**config.mk**
```make
export PLATFORM = sky130hd
export DESIGN_NAME = smm_support
export DESIGN_NICKNAME = d
export VERILOG_FILES = /design/src/hdl/smm_pkg.sv /design/src/hdl/smm_support.sv
export SDC_FILE = /design/constraint.sdc
export NUM_CORES = 1
export LEC_CHECK = 0
export BUFFER_PORTS_ARGS = -buffer_cell sky130_fd_sc_hd__clkbuf_2
export CORE_ASPECT_RATIO = 0.8
export CORE_MARGIN = 3
export CORE_UTILIZATION = 51
export DETAILED_ROUTE_END_ITERATION = 16
export PLACE_DENSITY_LB_ADDON = 0.3
export SETUP_SLACK_MARGIN = 0.5
export SYNTH_ARGS = -nofsm -noshare
export SYNTH_HDL_FRONTEND = slang
export SYNTH_SLANG_ARGS = --single-unit
```
**constraint.sdc**
```tcl
create_clock -name ref_clk -period 3.4 [get_ports ref_clk]
set_clock_uncertainty 0.1 [all_clocks]
set_input_delay 0.34 -clock ref_clk [delete_from_list [all_inputs] [get_ports ref_clk]]
set_output_delay 0.34 -clock ref_clk [all_outputs]
set_load 0.01 [all_outputs]
```
**src/hdl/smm_pkg.sv**
```systemverilog
// Summary of operation
// - Config 94h bit 3 set keeps SMM space out of the CPU cache.
// - Config 18h bit 3 governs L2 caching of the whole 0A0000h-0FFFFFh shadow region.
// - 18h bits 3:2 at 10 with 94h bit 3 set: SMM uncached, shadow L1-cached.
// - Config 94h bit 2 enables holding the address-20 mask high during SMM.
// - Forced gate value is OR of inverted SMM level, keyboard and emulated gates.
// - SMM entry sends set-gate code on the link, exit sends reset-gate code.
// - No gate codes are sent when the internal gate is already high.
// - Gate forcing is never offered for strobe-style SMM CPUs.
// - Port 26 is the second index port and port 27 its data port.
// - Second window has its own index register and accessed flag.
// - Ports 26/27 reach exactly the same configuration registers as 22/23.
// - Every write to RTC index port 70 with byte lane 0 enabled is captured and read at 96h.
// - Level CPU holds SMM level across whole cycles; strobe CPU strobes each cycle.
// - Level CPUs keep cache-enable handling in SMM; optional flush on entry.
// - Strobe CPUs leave mask, cache-enable and flush untouched by SMM.
// - With write-back/through pin in use, write-protected areas report write-through.
// - Write-protected BIOS: either non-cacheable or snoop strobe on CPU writes.
// - Optional cache line protect output marks write-protected lines.
// - With flush enabled, flush output goes low for 4 clocks from the clock after SMM level falls.
// - Cycles to segments D-F select the SMM or user shadow enables from SMM indication; segment C always uses user enables.
package smm_pkg;

    // I/O ports, word index on the bus
    localparam logic [7:0] PORT_IDX_PRI = 8'h22;
    localparam logic [7:0] PORT_DAT_PRI = 8'h23;
    localparam logic [7:0] PORT_IDX_ALT = 8'h26;
    localparam logic [7:0] PORT_DAT_ALT = 8'h27;
    localparam logic [7:0] PORT_RTC_IDX = 8'h70;

    // Configuration indexes
    localparam logic [7:0] CFG_SHADOW_CACHE = 8'h18;
    localparam logic [7:0] CFG_USR_RD = 8'h19;
    localparam logic [7:0] CFG_USR_WR = 8'h1A;
    localparam logic [7:0] CFG_SMM_SHADOW = 8'h1C;
    localparam logic [7:0] CFG_SMM_CTRL = 8'h94;
    localparam logic [7:0] CFG_RTC_SHADOW = 8'h96;
    localparam logic [7:0] CFG_CPU_OPT = 8'h97;

    // Field positions
    localparam int L2_NC_BIT = 3;
    localparam int SHADOW_L1_NC_BIT = 2;
    localparam int SMM_L1_NC_BIT = 3;
    localparam int A20_FORCE_BIT = 2;
    localparam int OPT_STROBE_CPU = 0;
    localparam int OPT_FLUSH_EN = 1;
    localparam int OPT_WBWT_PIN = 2;
    localparam int OPT_WP_SNOOP = 3;
    localparam int OPT_PROT_PIN = 4;

    // Reset values
    localparam logic [7:0] CFG_RESET = 8'h00;
    localparam logic [7:0] RTC_IDX_RESET = 8'h00;

    // Shadow region 0A0000h-0FFFFFh as address bits 31:16
    localparam logic [15:0] SHADOW_LO = 16'h000A;
    localparam logic [15:0] SHADOW_HI = 16'h000F;
    localparam logic [3:0] SEG_C = 4'hC;
    localparam logic [3:0] SEG_D = 4'hD;
    localparam logic [3:0] SEG_E = 4'hE;
    localparam logic [3:0] SEG_F = 4'hF;

    // Flush pulse length in clocks
    localparam int FLUSH_CLOCKS = 4;
    localparam int FLUSH_CW = 3;

    typedef struct packed {
        logic valid;
        logic set_gate;
    } smm_link_code_s;

    typedef struct packed {
        logic in_shadow;
        logic rd_en;
        logic wr_en;
    } smm_shadow_s;

endpackage : smm_pkg

```
**src/hdl/smm_support.sv**
```systemverilog
// Our own choices: register access over Wishbone and the register addresses.
module smm_support (
    input wire logic ref_clk,
    input wire logic arst_n,
    // Wishbone slave, I/O port number in adr[9:2]
    input wire logic wb_cyc_i,
    input wire logic wb_stb_i,
    input wire logic wb_we_i,
    input wire logic [9:0] wb_adr_i,
    input wire logic [3:0] wb_sel_i,
    input wire logic [31:0] wb_dat_i,
    output logic [31:0] wb_dat_o,
    output logic wb_ack_o,
    // CPU side
    input wire logic smm_active_n,
    input wire logic smm_cycle_strobe_n,
    input wire logic cpu_addr_strobe_n,
    input wire logic [31:14] cpu_addr,
    input wire logic cpu_write,
    input wire logic kbd_addr20_gate,
    input wire logic emu_addr20_gate,
    output logic cache_enable_n,
    output logic l2_cacheable,
    output logic writeback_or_through_sel,
    output logic cache_line_protect,
    output logic external_snoop_strobe_n_out,
    output logic external_snoop_strobe_n_oe,
    output logic cache_flush_n,
    output logic shadow_rd_en,
    output logic shadow_wr_en,
    output logic smm_now,
    // Link to companion chip
    output logic addr20_gate,
    output smm_pkg::smm_link_code_s link_code
);

    ////////////////////////////////////////////////////////////////////////
    // Reset release

    logic rst_meta;
    logic rst_n;

    always_ff @(posedge ref_clk or negedge arst_n) begin
        if (!arst_n) begin
            rst_meta <= 1'b0;
            rst_n <= 1'b0;
        end else begin
            rst_meta <= 1'b1;
            rst_n <= rst_meta;
        end
    end

    ////////////////////////////////////////////////////////////////////////
    // Configuration storage

    logic [7:0] cfg_shadow_cache;
    logic [7:0] cfg_usr_rd;
    logic [7:0] cfg_usr_wr;
    logic [7:0] cfg_smm_shadow;
    logic [7:0] cfg_smm_ctrl;
    logic [7:0] cfg_cpu_opt;
    logic [7:0] rtc_idx_shadow;
    logic [7:0] idx_pri;
    logic [7:0] idx_alt;
    logic acc_pri;
    logic acc_alt;

    function automatic logic [7:0] cfg_read(input logic [7:0] idx);
        case (idx)
            smm_pkg::CFG_SHADOW_CACHE: cfg_read = cfg_shadow_cache;
            smm_pkg::CFG_USR_RD: cfg_read = cfg_usr_rd;
            smm_pkg::CFG_USR_WR: cfg_read = cfg_usr_wr;
            smm_pkg::CFG_SMM_SHADOW: cfg_read = cfg_smm_shadow;
            smm_pkg::CFG_SMM_CTRL: cfg_read = cfg_smm_ctrl;
            smm_pkg::CFG_RTC_SHADOW: cfg_read = rtc_idx_shadow;
            smm_pkg::CFG_CPU_OPT: cfg_read = cfg_cpu_opt;
            default: cfg_read = 8'h00;
        endcase
    endfunction : cfg_read

    ////////////////////////////////////////////////////////////////////////
    // Wishbone slave

    logic [7:0] port;
    logic req;
    logic wr_take;
    logic rd_take;
    logic byte0;
    logic [7:0] wdat;
    logic cfg_wr;
    logic [7:0] cfg_wr_idx;
    logic [7:0] rdat;

    assign port = wb_adr_i[9:2];
    assign req = wb_cyc_i && wb_stb_i;
    assign byte0 = wb_sel_i[0];
    assign wdat = wb_dat_i[7:0];
    // Effects land on the edge where the master samples ack
    assign wr_take = req && wb_ack_o && wb_we_i && byte0;
    assign rd_take = req && wb_ack_o && !wb_we_i;

    // Both windows feed the same register set
    always_comb begin
        cfg_wr = 1'b0;
        cfg_wr_idx = idx_pri;
        if (wr_take && port == smm_pkg::PORT_DAT_PRI && acc_pri) begin
            cfg_wr = 1'b1;
        end else if (wr_take && port == smm_pkg::PORT_DAT_ALT && acc_alt) begin
            cfg_wr = 1'b1;
            cfg_wr_idx = idx_alt;
        end
    end

    always_comb begin
        case (port)
            smm_pkg::PORT_IDX_PRI: rdat = idx_pri;
            smm_pkg::PORT_DAT_PRI: rdat = acc_pri ? cfg_read(idx_pri) : 8'h00;
            smm_pkg::PORT_IDX_ALT: rdat = idx_alt;
            smm_pkg::PORT_DAT_ALT: rdat = acc_alt ? cfg_read(idx_alt) : 8'h00;
            default: rdat = 8'h00;
        endcase
    end

    always_ff @(posedge ref_clk or negedge rst_n) begin
        if (!rst_n) begin
            wb_ack_o <= 1'b0;
            wb_dat_o <= 32'h0000_0000;
        end else begin
            wb_ack_o <= req && !wb_ack_o;
            if (req && !wb_ack_o) begin
                wb_dat_o <= {24'h00_0000, rdat};
            end
        end
    end

    // Window indexes and accessed flags, one set per window
    always_ff @(posedge ref_clk or negedge rst_n) begin
        if (!rst_n) begin
            idx_pri <= smm_pkg::CFG_RESET;
            acc_pri <= 1'b0;
        end else if (wr_take && port == smm_pkg::PORT_IDX_PRI) begin
            idx_pri <= wdat;
            acc_pri <= 1'b1;
        end else if ((wr_take || rd_take) && port == smm_pkg::PORT_DAT_PRI) begin
            acc_pri <= 1'b0;
        end
    end

    always_ff @(posedge ref_clk or negedge rst_n) begin
        if (!rst_n) begin
            idx_alt <= smm_pkg::CFG_RESET;
            acc_alt <= 1'b0;
        end else if (wr_take && port == smm_pkg::PORT_IDX_ALT) begin
            idx_alt <= wdat;
            acc_alt <= 1'b1;
        end else if ((wr_take || rd_take) && port == smm_pkg::PORT_DAT_ALT) begin
            acc_alt <= 1'b0;
        end
    end

    always_ff @(posedge ref_clk or negedge rst_n) begin
        if (!rst_n) begin
            rtc_idx_shadow <= smm_pkg::RTC_IDX_RESET;
        end else if (wr_take && port == smm_pkg::PORT_RTC_IDX) begin
            rtc_idx_shadow <= wdat;
        end
    end

    always_ff @(posedge ref_clk or negedge rst_n) begin
        if (!rst_n) begin
            cfg_shadow_cache <= smm_pkg::CFG_RESET;
            cfg_usr_rd <= smm_pkg::CFG_RESET;
            cfg_usr_wr <= smm_pkg::CFG_RESET;
            cfg_smm_shadow <= smm_pkg::CFG_RESET;
            cfg_smm_ctrl <= smm_pkg::CFG_RESET;
            cfg_cpu_opt <= smm_pkg::CFG_RESET;
        end else if (cfg_wr) begin
            case (cfg_wr_idx)
                smm_pkg::CFG_SHADOW_CACHE: cfg_shadow_cache <= wdat;
                smm_pkg::CFG_USR_RD: cfg_usr_rd <= wdat;
                smm_pkg::CFG_USR_WR: cfg_usr_wr <= wdat;
                smm_pkg::CFG_SMM_SHADOW: cfg_smm_shadow <= wdat;
                smm_pkg::CFG_SMM_CTRL: cfg_smm_ctrl <= wdat;
                smm_pkg::CFG_CPU_OPT: cfg_cpu_opt <= wdat;
                default: ;
            endcase
        end
    end

    ////////////////////////////////////////////////////////////////////////
    // SMM indication

    logic strobe_cpu;
    logic level_smm;
    logic level_smm_q;
    logic cyc_start;
    logic smm_cyc;
    logic next_smm_now;

    assign strobe_cpu = cfg_cpu_opt[smm_pkg::OPT_STROBE_CPU];
    assign level_smm = !strobe_cpu && !smm_active_n;
    assign cyc_start = !cpu_addr_strobe_n || !smm_cycle_strobe_n;
    // Strobe CPUs mark SMM per cycle, so hold the mark until the next start
    assign smm_cyc = strobe_cpu ? !smm_cycle_strobe_n : level_smm;

    always_ff @(posedge ref_clk or negedge rst_n) begin
        if (!rst_n) begin
            level_smm_q <= 1'b0;
        end else begin
            level_smm_q <= level_smm;
        end
    end

    always_comb begin
        next_smm_now = smm_now;
        if (!strobe_cpu) begin
            next_smm_now = level_smm;
        end else if (cyc_start) begin
            next_smm_now = smm_cyc;
        end
    end

    always_ff @(posedge ref_clk or negedge rst_n) begin
        if (!rst_n) begin
            smm_now <= 1'b0;
        end else begin
            smm_now <= next_smm_now;
        end
    end

    ////////////////////////////////////////////////////////////////////////
    // Shadow decode

    function automatic smm_pkg::smm_shadow_s shadow_sel(input logic [31:14] a,
                                                       input logic smm);
        smm_pkg::smm_shadow_s s;
        s.in_shadow = a[31:16] >= smm_pkg::SHADOW_LO && a[31:16] <= smm_pkg::SHADOW_HI;
        s.rd_en = 1'b0;
        s.wr_en = 1'b0;
        if (s.in_shadow) begin
            case (a[19:16])
                smm_pkg::SEG_C: begin
                    s.rd_en = cfg_usr_rd[a[15:14]];
                    s.wr_en = cfg_usr_wr[a[15:14]];
                end
                smm_pkg::SEG_D: begin
                    s.rd_en = smm ? cfg_smm_shadow[0] : cfg_usr_rd[4];
                    s.wr_en = smm ? cfg_smm_shadow[4] : cfg_usr_wr[4];
                end
                smm_pkg::SEG_E: begin
                    s.rd_en = smm ? cfg_smm_shadow[1] : cfg_usr_rd[5];
                    s.wr_en = smm ? cfg_smm_shadow[5] : cfg_usr_wr[5];
                end
                smm_pkg::SEG_F: begin
                    s.rd_en = smm ? cfg_smm_shadow[2] : cfg_usr_rd[6];
                    s.wr_en = smm ? cfg_smm_shadow[6] : cfg_usr_wr[6];
                end
                default: ;
            endcase
        end
        return s;
    endfunction : shadow_sel

    smm_pkg::smm_shadow_s sh;
    logic wp_area;
    logic l1_nc;
    logic wp_snoop;

    assign sh = shadow_sel(cpu_addr, next_smm_now);
    // Read from shadow while writes go elsewhere
    assign wp_area = sh.in_shadow && sh.rd_en && !sh.wr_en;
    assign wp_snoop = cfg_cpu_opt[smm_pkg::OPT_WP_SNOOP];

    always_comb begin
        l1_nc = 1'b0;
        if (sh.in_shadow && cfg_shadow_cache[smm_pkg::SHADOW_L1_NC_BIT]) begin
            l1_nc = 1'b1;
        end
        // Strobe CPUs keep cache-enable as in user mode
        if (!strobe_cpu && next_smm_now && sh.in_shadow
            && cfg_smm_ctrl[smm_pkg::SMM_L1_NC_BIT]) begin
            l1_nc = 1'b1;
        end
        if (wp_area && !wp_snoop) begin
            l1_nc = 1'b1;
        end
    end

    always_ff @(posedge ref_clk or negedge rst_n) begin
        if (!rst_n) begin
            cache_enable_n <= 1'b1;
            l2_cacheable <= 1'b0;
            writeback_or_through_sel <= 1'b1;
            cache_line_protect <= 1'b0;
            shadow_rd_en <= 1'b0;
            shadow_wr_en <= 1'b0;
        end else if (cyc_start) begin
            cache_enable_n <= l1_nc;
            l2_cacheable <= !(sh.in_shadow && cfg_shadow_cache[smm_pkg::L2_NC_BIT]);
            writeback_or_through_sel <= !(cfg_cpu_opt[smm_pkg::OPT_WBWT_PIN] && wp_area);
            cache_line_protect <= cfg_cpu_opt[smm_pkg::OPT_PROT_PIN] && wp_area;
            shadow_rd_en <= sh.rd_en;
            shadow_wr_en <= sh.wr_en;
        end
    end

    // Snoop strobe for CPU writes into write-protected BIOS
    always_ff @(posedge ref_clk or negedge rst_n) begin
        if (!rst_n) begin
            external_snoop_strobe_n_out <= 1'b1;
            external_snoop_strobe_n_oe <= 1'b0;
        end else begin
            external_snoop_strobe_n_out <= !(cyc_start && cpu_write && wp_area && wp_snoop);
            external_snoop_strobe_n_oe <= cyc_start && cpu_write && wp_area && wp_snoop;
        end
    end

    ////////////////////////////////////////////////////////////////////////
    // Flush on SMM entry

    logic [smm_pkg::FLUSH_CW-1:0] flush_cnt;

    always_ff @(posedge ref_clk or negedge rst_n) begin
        if (!rst_n) begin
            flush_cnt <= '0;
        end else if (level_smm && !level_smm_q && cfg_cpu_opt[smm_pkg::OPT_FLUSH_EN]) begin
            flush_cnt <= smm_pkg::FLUSH_CW'(smm_pkg::FLUSH_CLOCKS);
        end else if (flush_cnt != '0) begin
            flush_cnt <= flush_cnt - 1'b1;
        end
    end

    always_ff @(posedge ref_clk or negedge rst_n) begin
        if (!rst_n) begin
            cache_flush_n <= 1'b1;
        end else begin
            cache_flush_n <= !(level_smm && !level_smm_q && cfg_cpu_opt[smm_pkg::OPT_FLUSH_EN])
                && flush_cnt <= smm_pkg::FLUSH_CW'(1);
        end
    end

    ////////////////////////////////////////////////////////////////////////
    // Address-20 gate forcing

    logic force_en;
    logic base_gate;

    // Level CPUs only
    assign force_en = cfg_smm_ctrl[smm_pkg::A20_FORCE_BIT] && !strobe_cpu;
    assign base_gate = kbd_addr20_gate || emu_addr20_gate;

    always_ff @(posedge ref_clk or negedge rst_n) begin
        if (!rst_n) begin
            addr20_gate <= 1'b0;
        end else begin
            addr20_gate <= base_gate || (force_en && level_smm);
        end
    end

    always_ff @(posedge ref_clk or negedge rst_n) begin
        if (!rst_n) begin
            link_code <= '0;
        end else begin
            link_code.valid <= force_en && !base_gate
                && (level_smm != level_smm_q);
            link_code.set_gate <= level_smm;
        end
    end

endmodule : smm_support

```
; Yosys cells after proc, flatten, opt, wreduce, memory -nomap -nowiden
; Cells that the tools add are included.
; Widths: inputs -> output; s select.
[totals]
ram_bits = 0
memories = 0
latchBits = 0
in_bits = 75
reg_bits = 101
rom_bits = 0
[classes]
reduce_logical = 65
n_div = 0
mul = 0
muxes = 32
addsub = 1
n_bitwise = 0
order_cmp = 4
n_shift = 0
n_eq_ne = 30
[ops]
columns = operator, n
row1 = $pmux 8 s7, 2
row2 = $eq 8x5->1 const B, 12
row3 = $eq 8x8->1 const B, 8
row4 = $logic_and 1x1->1, 37
row5 = $eq 8x6->1 const B, 4
row6 = $mux 8, 4
row7 = $pmux 8 s4, 1
row8 = $mux 1, 19
row9 = $eq 4x4->1 const B, 4
row10 = $ge 16x4->1 const B, 1
row11 = $le 16x4->1 const B, 1
row12 = $logic_not 1->1, 14
row13 = $reduce_and 2->1, 6
row14 = $eq 8x7->1 const B, 1
row15 = $pmux 2 s4, 1
row16 = $mux 3, 2
row17 = $reduce_bool 2->1, 3
row18 = $bmux 1 s2, 2
row19 = $logic_or 1x1->1, 4
row20 = $lt 2x4->1 const B, 1
row21 = $le 3x1->1 const B, 1
row22 = $reduce_bool 3->1, 1
row23 = $sub 3x1->3 const B, 1
row24 = $mux 2, 1
row25 = $ne 1x1->1, 1

; Depth between registers and ports, before layout
; Gate-level depths: netlist of run 1.
[logic_depth]
word_depth = 12
mapped_depth = 9
mapped_depth_nobuf = 6

; Worst setup path before layout of run 1
; No wires, ideal clock.
[synth_path]
kind = register to register
from = register idx_pri[5]
to = register cfg_smm_ctrl[0]
stages_incl_launch_ff = 7
t_arrival_ns = 2.295
n_path_buf = 1
setup_time_ns = 0.125
synth_period_minus_slack_ns = 2.519
setup_slack_ns = 0.881
path_cell_list = dfrtp_1 -> or3b_1 -> or3_1 -> clkbuf_2 -> or4_4 -> a21oi_4 -> mux2_2
[synth_via]
elab_chain_len = 4
[synth_rtl]
columns = item, line
row1 = start: declaration, smm_support.sv:63  ; logic [7:0] idx_pri;
row2 = start signal: assignment, smm_support.sv:139  ; idx_pri <= smm_pkg::CFG_RESET;
row3 = start signal: assignment, smm_support.sv:142  ; idx_pri <= wdat;
row4 = $mux 8, smm_support.sv:108  ; end else if (wr_take && port == smm_pkg::PORT_DAT_ALT && acc_alt) begin
row5 = $mux 8 *, smm_support.sv:106  ; if (wr_take && port == smm_pkg::PORT_DAT_PRI && acc_pri) begin
row6 = $eq 8x8->1 *, smm_support.sv:178  ; case (cfg_wr_idx)
row7 = $reduce_and 2->1 (no line) *, -
row8 = end signal: assignment, smm_support.sv:175  ; cfg_smm_ctrl <= smm_pkg::CFG_RESET;
row9 = end signal: assignment, smm_support.sv:183  ; smm_pkg::CFG_SMM_CTRL: cfg_smm_ctrl <= wdat;
row10 = end: declaration, smm_support.sv:60  ; logic [7:0] cfg_smm_ctrl;
; Every way passes the cells marked *; elsewhere a longest branch is shown, timed or not.
; A chain may end at the register's enable or synchronous reset.

; Worst setup path after layout of run 1
[layout_path]
from = register idx_pri[5]
to = register cfg_usr_wr[1]
[layout_via]
elab_chain_len = 4
[layout_rtl]
columns = item, line
row1 = $mux 8, smm_support.sv:108
row2 = $mux 8 *, smm_support.sv:106
row3 = $eq 8x5->1 *, smm_support.sv:178
row4 = $reduce_and 2->1 (no line) *, -
row5 = end signal: assignment, smm_support.sv:173  ; cfg_usr_wr <= smm_pkg::CFG_RESET;
row6 = end signal: assignment, smm_support.sv:181  ; smm_pkg::CFG_USR_WR: cfg_usr_wr <= wdat;
row7 = end: declaration, smm_support.sv:58  ; logic [7:0] cfg_usr_wr;
; Marked as above.

==> results.ini, run 1 <==
[worst_setup_path]
crit_fanout=8
arrival_ns=2.90
cp_num_buf_inv=0
crit_required_ns=3.53
end_kind=register
crit_chain=or3b_1 -> or3b_1 -> nor2_4 -> nand3_1 -> a21oi_4 -> mux2_2
cpPeakStageDelay_ns=0.53
critPathKind=register to register
crit_path_top_delay_cell=or3b_1
start_kind=register
path_delay_family=simple AND/OR/NAND/NOR gates
path_common_cell=or3b_1

[clocking]
root_buffer=clkbuf_16
cts_max_level=3
clkLatencyLatePin_ns=0.35
cts_buffers=9
clock_path_buffers=2
clock_sink_count=101
cts.clk_slew.worst_paths_ns=0.07
cts_tree=built

[final_layout]
nets=697
post-route-util=0.602
area_growth_pct=13.6
drive_gt1_frac=0.339

[die]
pin_count=121
std_cell_rows=34
die_x_um=126
die_height_um=102
core_area_mm2=0.0110
initial_core_util=0.530
die_area_mm2=0.0128

[sta]
finalSetupViolations=0
achievable-frequency_mhz=361
rsz0062_at_grt=false
fin_tns_setup_ns=0
hold_violations=0
period_needed_ns=2.77
finalCritPeriodShare=0.815
worst_slew_pin_slew_ns=0.881
drv_slew=0
max_slew_margin=0.410

[logic_synthesis]
synthesis.area_mm2=0.00584
yosysWarnings=0
synth_compound_area_frac=0.142
synth_top_family_by_area=multiplexers
synthAdderAreaFrac=0.00857
yosys.area_share.simple=0.127
yosysSeqAreaShare=0.434
async_reset_ff_frac=1.00
synthDistinctLibCells=66
synthMuxAreaShare=0.227
yosys_most_used_dff=dfrtp_1
syn_inst=552
syn_avg_cell_area_um2=10.6
synth_edf_count=0
synthXorXnorAreaFrac=0.00150
synth-seq-cells=101

[placed_design]
port_buffers=67
gp_congestion=0.904
hpwl_um=11800

[power_and_ir_drop]
peakVddDrop_uv=275
leakage_nw=3.00
powerDensity_mw_per_mm2=361

[route]
wirelength_um=16000
wl_per_cell_um=20.8
num_vias=4798
viasPerCell=6.25
postRouteAntennaNets=0
drtPass1Iterations=5
drtIter0Drc=458
drc_errors=0

[run]
maxCapViolCount=0

[global_route]
grt.total_usage=0.253
grt_pass1_vias=4616
overflow=0
grt_pass1_wl_um=25000
grt_antenna_before_repair=1
grt_max_degree=65

[outcome]
status=completed

[worst_hold_path]
hold_path.class=primary input to register

cells in the mapped netlist (3+ instances only):
master,number,area [um2]
mux2_2,83,935
nor4_1,3,18.8
mux4_2,3,67.6
nor2b_1,6,37.5
and2_1,3,18.8
a31oi_1,3,18.8
o21ai_0,16,80.1
nand2_1,43,161
nand4_1,5,31.3
clkbuf_1,21,78.8
or3_1,5,31.3
a21boi_0,6,45.0
a21oi_2,3,26.3
or2_2,4,25.0
nor3b_1,4,30.0
o32a_1,5,50.1
inv_1,12,45.0
nor2_1,34,128
nor3_1,6,30.0
o211ai_1,8,60.1
o22ai_1,8,50.1
a221oi_1,11,96.3
a22oi_1,9,67.6
mux2i_1,32,320
ha_1,4,50.1
o31ai_1,3,22.5
a21oi_1,26,130
dfstp_2,4,105
buf_1,6,22.5
buf_4,25,188
dfrtp_1,97,2430
nand3_1,13,65.1
worst register-to-register path: stages (launching register included):
cell and delay, ns:
dfrtp_1 0.39, or3b_1 0.46, or3b_1 0.53, nor2_4 0.25, nand3_1 0.17, a21oi_4 0.36
mux2_2 0.39
cells in the final DEF, fill, tap and decap left out, drive strengths merged, types with 5 or more instances in the layout:
cell and n:
a21boi 6, clkbuf 78, nand4 6, conb 25
nand2 43, nor2b 6, o211ai 8, mux2i 32
nor3b 5, a221oi 11, nor2 36, o32a 5
mux2 83, inv 13, o21ai 16, a21oi 31
dfrtp 97, nor3 7, buf 18, or3 6
nand3 13, a22oi 9, o22ai 8
worst paths after layout:
kind | start | endpoint | slack, ns | cells past startpoint
max | idx_pri[5] | cfg_usr_wr[1] | 0.63 | 6
min | emu_addr20_gate | link_code[1] | 0.06 | 2
max reg2reg | idx_pri[5] | cfg_usr_wr[1] | 0.63 | 6
min reg2reg | rst_meta | rst_n | 0.26 | 0
max in group asynchronous | rst_n | idx_pri[0] | 2.10 | 1
min in group asynchronous | arst_n | rst_n | 0.22 | 2
state kept, by name, indices dropped and copies added (netlist names), 2 cells and up:
name / cells
cfg_cpu_opt: 8
cfg_shadow_cache: 8
cfg_smm_ctrl: 8
cfg_smm_shadow: 8
cfg_usr_rd: 8
cfg_usr_wr: 8
flush_cnt: 3
idx_alt: 8
idx_pri: 8
link_code: 2
rtc_idx_shadow: 8
wb_dat_o: 8
area by class of cell:
class / count / area, um2
well taps: 144 / 180
fillers: 925 / 4390
repair buffers: 86 / 493
inverters: 12 / 45.0
multi-input cells: 408 / 3060
flip-flops and latches: 101 / 2540
clock inverters: 5 / 57.6
diodes: 1 / 2.50
clock buffers: 11 / 253
routing by layer:
metal	track usage	vias up	part of all wire
met5	0	-	0
li1	-	2120	-
met1	0.346	2391	0.43
met3	0.0522	46	0.081
met4	0.0867	0	0.027
met2	0.408	241	0.47
cell families after synthesis:
group	count (synthesis)
AOI/OAI and AO/OA	116
DFF	101
muxes	118
other	2
adders and majority gates	4
and+or+nand+nor	144
xor gates and xnor gates	1
buffers and inverters	66
repair_timing:
action | CTS | global route
pin swaps | 0 | 2
setup endpoints to repair | 4 | 20
hold endpoints to repair | 2 | 0
hold buffers | 1 | 0
setup buffers | 0 | 2
gates resized for setup | 1 | 1
through the flow:
stage	cell area, um2	power [mW]	instances	hold slack [ns]	setup slack (ns)
floorplan	5930	1.31	575	-0.0556	0.881
global placement	6260	1.35	748	0.0319	0.609
detailed placement	6260	1.35	748	0.0394	0.525
CTS	6590	2.41	765	0.0506	0.549
global route	6630	2.47	767	0.0527	0.583
finish	6630	2.39	768	0.0566	0.627
power breakdown:
group	internal, mW	switching, mW
clock network	0.612	0.451
logic	0.0361	0.0723
registers	1.21	0.0162
No activity file was read; power rests on OpenSTA's default activity.
==> inputs of run 2 (changes only) <==
clock period = 2.7 ns   (was 3.4 ns; I/O delays follow)
==> run 2 against run 1 <==
  * Via count rose by 1.5%
  * Die area did not move
  * Sequential share of layout area fell by 2.4 points
  * Clock-buffer cell count fell by 1
  * Maximum frequency rose by 12%
  * Worst setup slack got worse by 0.41 ns
  * Critical path depth did not move
  * Routed wire length rose by 3.8%
  * Global-route usage rose by 1.5 points
  * Cell count rose by 3.4%
  * Combinational power rose by 42%
  * Critical endpoint is now cfg_smm_ctrl[7]
  * Critical path type unchanged
==> results.ini, run 2 (synthesis results as in run 1) <==
[route]
drtPass1Iterations=8
wirelength_um=16600
postRouteAntennaNets=0
wl_per_cell_um=20.9
drtIter0Drc=523
drc_errors=0
viasPerCell=6.13
num_vias=4869

[worst_setup_path]
crit_required_ns=2.84
arrival_ns=2.63
r2r_end=cfg_smm_ctrl[7]
end_kind=register
worstReg2RegStart=idx_pri[5]
rrSetupSlack_ns=0.21
critPathKind=register to register
crit_fanout=8
start_kind=register
r2r_cells=6

[clocking]
clock_sink_count=101
clkLatencyLatePin_ns=0.36
cts_buffers=9
cts_tree=built
root_buffer=clkbuf_16
clock_path_buffers=2
cts_max_level=3
cts.clk_slew.worst_paths_ns=0.07

[final_layout]
diodes=0
area_growth_pct=21.3
design_area_mm2=0.00708
drive_gt1_frac=0.395
nets=724
fill_cells=862
final_cell_mix=dfrtp_1 (92), clkbuf_2 (67), mux2_2 (52)
final_common_cell=dfrtp_1

[placed_design]
postPlaceCellArea_mm2=0.00653
post-place-ws_ns=0.207
port_buffers=67
gp_congestion=0.960
hpwl_um=12200

[global_route]
overflow=0
grt_antenna_before_repair=0
grt_max_degree=51
grt.total_usage=0.268
grt_pass1_wl_um=26400
grt_pass1_vias=4850

[power_and_ir_drop]
p_total_mw=2.94
p_clk_frac=0.425
peakVddDrop_uv=459
seqPwrFrac=0.523
swShare=0.247
leakage_nw=3.19
internal_power_mw=2.21
switching_power_mw=0.725
powerDensity_mw_per_mm2=415
comb_power_share=0.052

[sta]
hold_ws_ns=0.0234
period_needed_ns=2.49
fin_tns_setup_ns=0
worst_slew_pin_slew_ns=0.642
finalCritPeriodShare=0.921
achievable-frequency_mhz=402
rsz0062_at_grt=true
max_slew_margin=0.572
finalSetupViolations=0
drv_slew=0
hold_violations=0
setup_ws_ns=0.214

[worst_hold_path]
holdPathStages=2
min_to=addr20_gate
hold_start=emu_addr20_gate
hold_path.class=primary input to register

[die]
die_area_mm2=0.0128
std_cell_rows=34
pin_count=121
initial_core_util=0.530
die_x_um=126
die_height_um=102
core_area_mm2=0.0110

[outcome]
status=completed

[run]
maxCapViolCount=0

[run 2: what timing repair did]
item / CTS / global route
setup buffers: 5 / 5
hold buffers: 3 / 0
endpoints found under the setup margin: 57 / 59
hold endpoints to repair: 3 / 0
pin swaps: 10 / 5
resized for setup: 36 / 6
[run 2: worst max-delay path, stage by stage (launching register included)]
cell	delay [ns]
dfrtp_1	0.39
or3b_4	0.42
or3_4	0.38
or4_4	0.43
a21oi_4	0.15
buf_12	0.15
mux2_2	0.33
[run 2: metrics by stage]
step,cells,util
floorplan,575,-
global placement,765,0.593
detailed placement,765,0.593
CTS,789,0.638
global route,794,0.643
finish,794,0.643
[run 2: cell type report]
cell class,instances,area [um2],share of cell area
clock buffers,10,229,0.0323
clock inverters,6,57.6,0.00813
inverters,12,45.0,0.00636
multi-input cells,408,3260,0.461
flip-flops and latches,101,2540,0.359
well taps,144,180,0.0255
repair buffers,113,763,0.108
[run 2: power groups by stage]
stage	Sequential, mW	Combinational [mW]	Clock (mW)
finish	1.53	0.153	1.25
global placement	1.56	0.142	0
global route	1.54	0.166	1.33
CTS	1.54	0.151	1.27
detailed placement	1.57	0.146	0
floorplan	1.57	0.0817	0
[run 2: per-layer routing]
layer | wire length, um | track usage
met1 | 7170 | 0.370
met4 | 602 | 0.105
met2 | 7350 | 0.406
met3 | 1450 | 0.0754
met5 | 0 | 0
[run 2: worst max-delay path by stage]
stage                from                end  slack [ns]  cells past startpoint
5_1_grt        idx_pri[5]  cfg_smm_shadow[6]        0.15                      7
2_1_floorplan  idx_pri[5]    cfg_smm_ctrl[0]        0.21                      6
3_3_place_gp   idx_pri[5]    cfg_smm_ctrl[7]        0.24                      6
6_report       idx_pri[5]    cfg_smm_ctrl[7]        0.21                      6
3_5_place_dp   idx_pri[5]    cfg_smm_ctrl[7]        0.21                      6
4_1_cts        idx_pri[5]    cfg_smm_ctrl[7]        0.22                      6
==> inputs of run 3 (changes only) <==
clock period = 2.35 ns   (was 2.7 ns; I/O delays follow)
==> run 3 against run 2 <==
  * Critical endpoint is now cfg_smm_ctrl[6]
  * Worst setup slack worse by 0.37 ns
  * Hold slack gained 0.00062 ns
  * Sequential power grew 15%
  * The flow now finishes with violations (negative setup slack)
  * Core utilization increased by 3.9 points
  * Routed wire length grew 13%
  * Clock power increased by 25%
  * Combinational power grew 27%
  * Total power rose by 20%
  * Clock-buffer cell count did not move
  * Global-route usage up 2.6 points
  * Die area unchanged
==> results.ini, run 3 (synthesis results as in run 1) <==
[die]
initial_core_util=0.530
die_x_um=126
pin_count=121
die_height_um=102
die_area_mm2=0.0128
core_area_mm2=0.0110
std_cell_rows=34

[route]
wl_per_cell_um=22.8
drtPass1Iterations=5
viasPerCell=6.21
postRouteAntennaNets=0
drc_errors=0
wirelength_um=18700
num_vias=5093
drtIter0Drc=551

[clocking]
cts_max_level=3
cts.clk_slew.worst_paths_ns=0.07
root_buffer=clkbuf_16
cts_buffers=9
cts_tree=built
clock_path_buffers=2
clkLatencyLatePin_ns=0.36
clock_sink_count=101

[worst_setup_path]
crit_required_ns=2.50
crit_fanout=8
r2r_end=cfg_smm_ctrl[6]
worstReg2RegStart=idx_pri[5]
rrSetupSlack_ns=-0.15
end_kind=register
r2r_cells=6
critPathKind=register to register
arrival_ns=2.65
start_kind=register

[final_layout]
final_common_cell=dfrtp_1
diodes=0
area_growth_pct=28.6
seqCellArea_mm2=0.00254
post-route-util=0.681
drive_gt1_frac=0.432
final_cell_mix=dfrtp_1 (95), clkbuf_2 (67), buf_4 (56)
fill_cells=855
nets=750
multi_input_area_mm2=0.00345
design_area_mm2=0.00751

[global_route]
grt.total_usage=0.294
grt_pass1_vias=4996
overflow=0
grt_antenna_before_repair=0
grt_max_degree=43
grt_pass1_wl_um=28800

[placed_design]
postPlaceCellArea_mm2=0.00669
hpwl_um=13100
gp_congestion=0.957
port_buffers=67

[sta]
drv_slew=0
rsz0062_at_grt=true
worst_slew_pin_slew_ns=0.539
max_slew_margin=0.641
period_needed_ns=2.50
achievable-frequency_mhz=400
hold_violations=0
finalSetupViolations=32
setup_ws_ns=-0.153
finalCritPeriodShare=1.06

[outcome]
violations=negative setup slack
status=finished with violations

[power_and_ir_drop]
p_total_mw=3.52
peakVddDrop_uv=413
powerDensity_mw_per_mm2=468
leakage_nw=3.40

[worst_hold_path]
hold_path.class=primary input to register
holdPathStages=2
min_to=l2_cacheable
hold_start=cpu_addr[19]

[run]
maxCapViolCount=0

==> run 3: changes by cell type in the layout (fill, tap and decap cells not counted), moves of 3 or more <==
cell / delta
dfrtp_2: -3
or3_4: +4
mux2_2: -15
dfrtp_1: +3
buf_6: +5
mux2_4: +15
or3_1: -3
buf_4: +19
nand2_1: -3
==> run 3: where the power goes <==
| part | leakage [nW] | internal, mW | switching [mW] |
|---|---|---|---|
| Sequential | 1.37 | 1.74 | 0.0167 |
| Combinational | 1.88 | 0.0669 | 0.128 |
| Clock | 0.152 | 0.849 | 0.712 |
==> run 3: worst max path at each step <==
| stage | start | slack, ns | to | cells past startpoint |
|---|---|---|---|---|
| after detailed placement | idx_pri[5] | -0.14 | cfg_smm_ctrl[5] | 6 |
| after global placement | idx_pri[5] | -0.11 | cfg_smm_ctrl[7] | 6 |
| after CTS | idx_pri[5] | -0.13 | cfg_smm_ctrl[2] | 6 |
| after global routing | idx_pri[5] | -0.18 | cfg_smm_ctrl[6] | 6 |
| final | idx_pri[5] | -0.15 | cfg_smm_ctrl[6] | 6 |
| after floorplan | idx_pri[5] | -0.14 | cfg_smm_ctrl[0] | 6 |
==> run 3: per-stage QoR <==
step / hold slack [ns] / TNS (ns) / worst slack, ns / std cells
finish: 0.0241 / -1.89 / -0.153 / 820
global route: 0.0426 / -3.78 / -0.184 / 820
CTS: 0.0152 / -1.30 / -0.131 / 815
detailed placement: -0.0718 / -3.58 / -0.136 / 781
global placement: -0.0804 / -2.94 / -0.105 / 781
floorplan: -0.161 / -2.62 / -0.138 / 575
==> run 3: repair_timing <==
action / in CTS / in global routing
buffers inserted: 15 / 4
gates resized for setup: 55 / 23
pin swaps: 14 / 16
cloned: 0 / 1
endpoints found under the hold margin: 3 / 0
setup endpoints to repair: 71 / 79
hold buffers: 3 / 0
==> run 3: layout make-up <==
cell class / count / area share
Clock buffer: 10 / 0.0305
Clock inverter: 6 / 0.0107
Inverter: 12 / 0.00600
Multi-Input combinational cell: 409 / 0.460
Sequential cell: 101 / 0.338
Tap cell: 144 / 0.0240
Timing Repair Buffer: 138 / 0.131
==> run 3: worst max-delay path, cell delays in order (launching register included) <==
cell and delay, ns:
dfrtp_1 0.39, or3b_4 0.42, or3_4 0.39, or4_4 0.44, a21oi_4 0.16, buf_12 0.16
mux2_2 0.33
==> run 3: per-layer routing <==
layer  GRT usage  share of wire  vias to the layer above
li1            -              -                     2222
met1       0.425           0.45                     2621
met2       0.460           0.46                      224
met3      0.0585          0.073                       26
met4      0.0750          0.014                        0
met5           0              0                        -
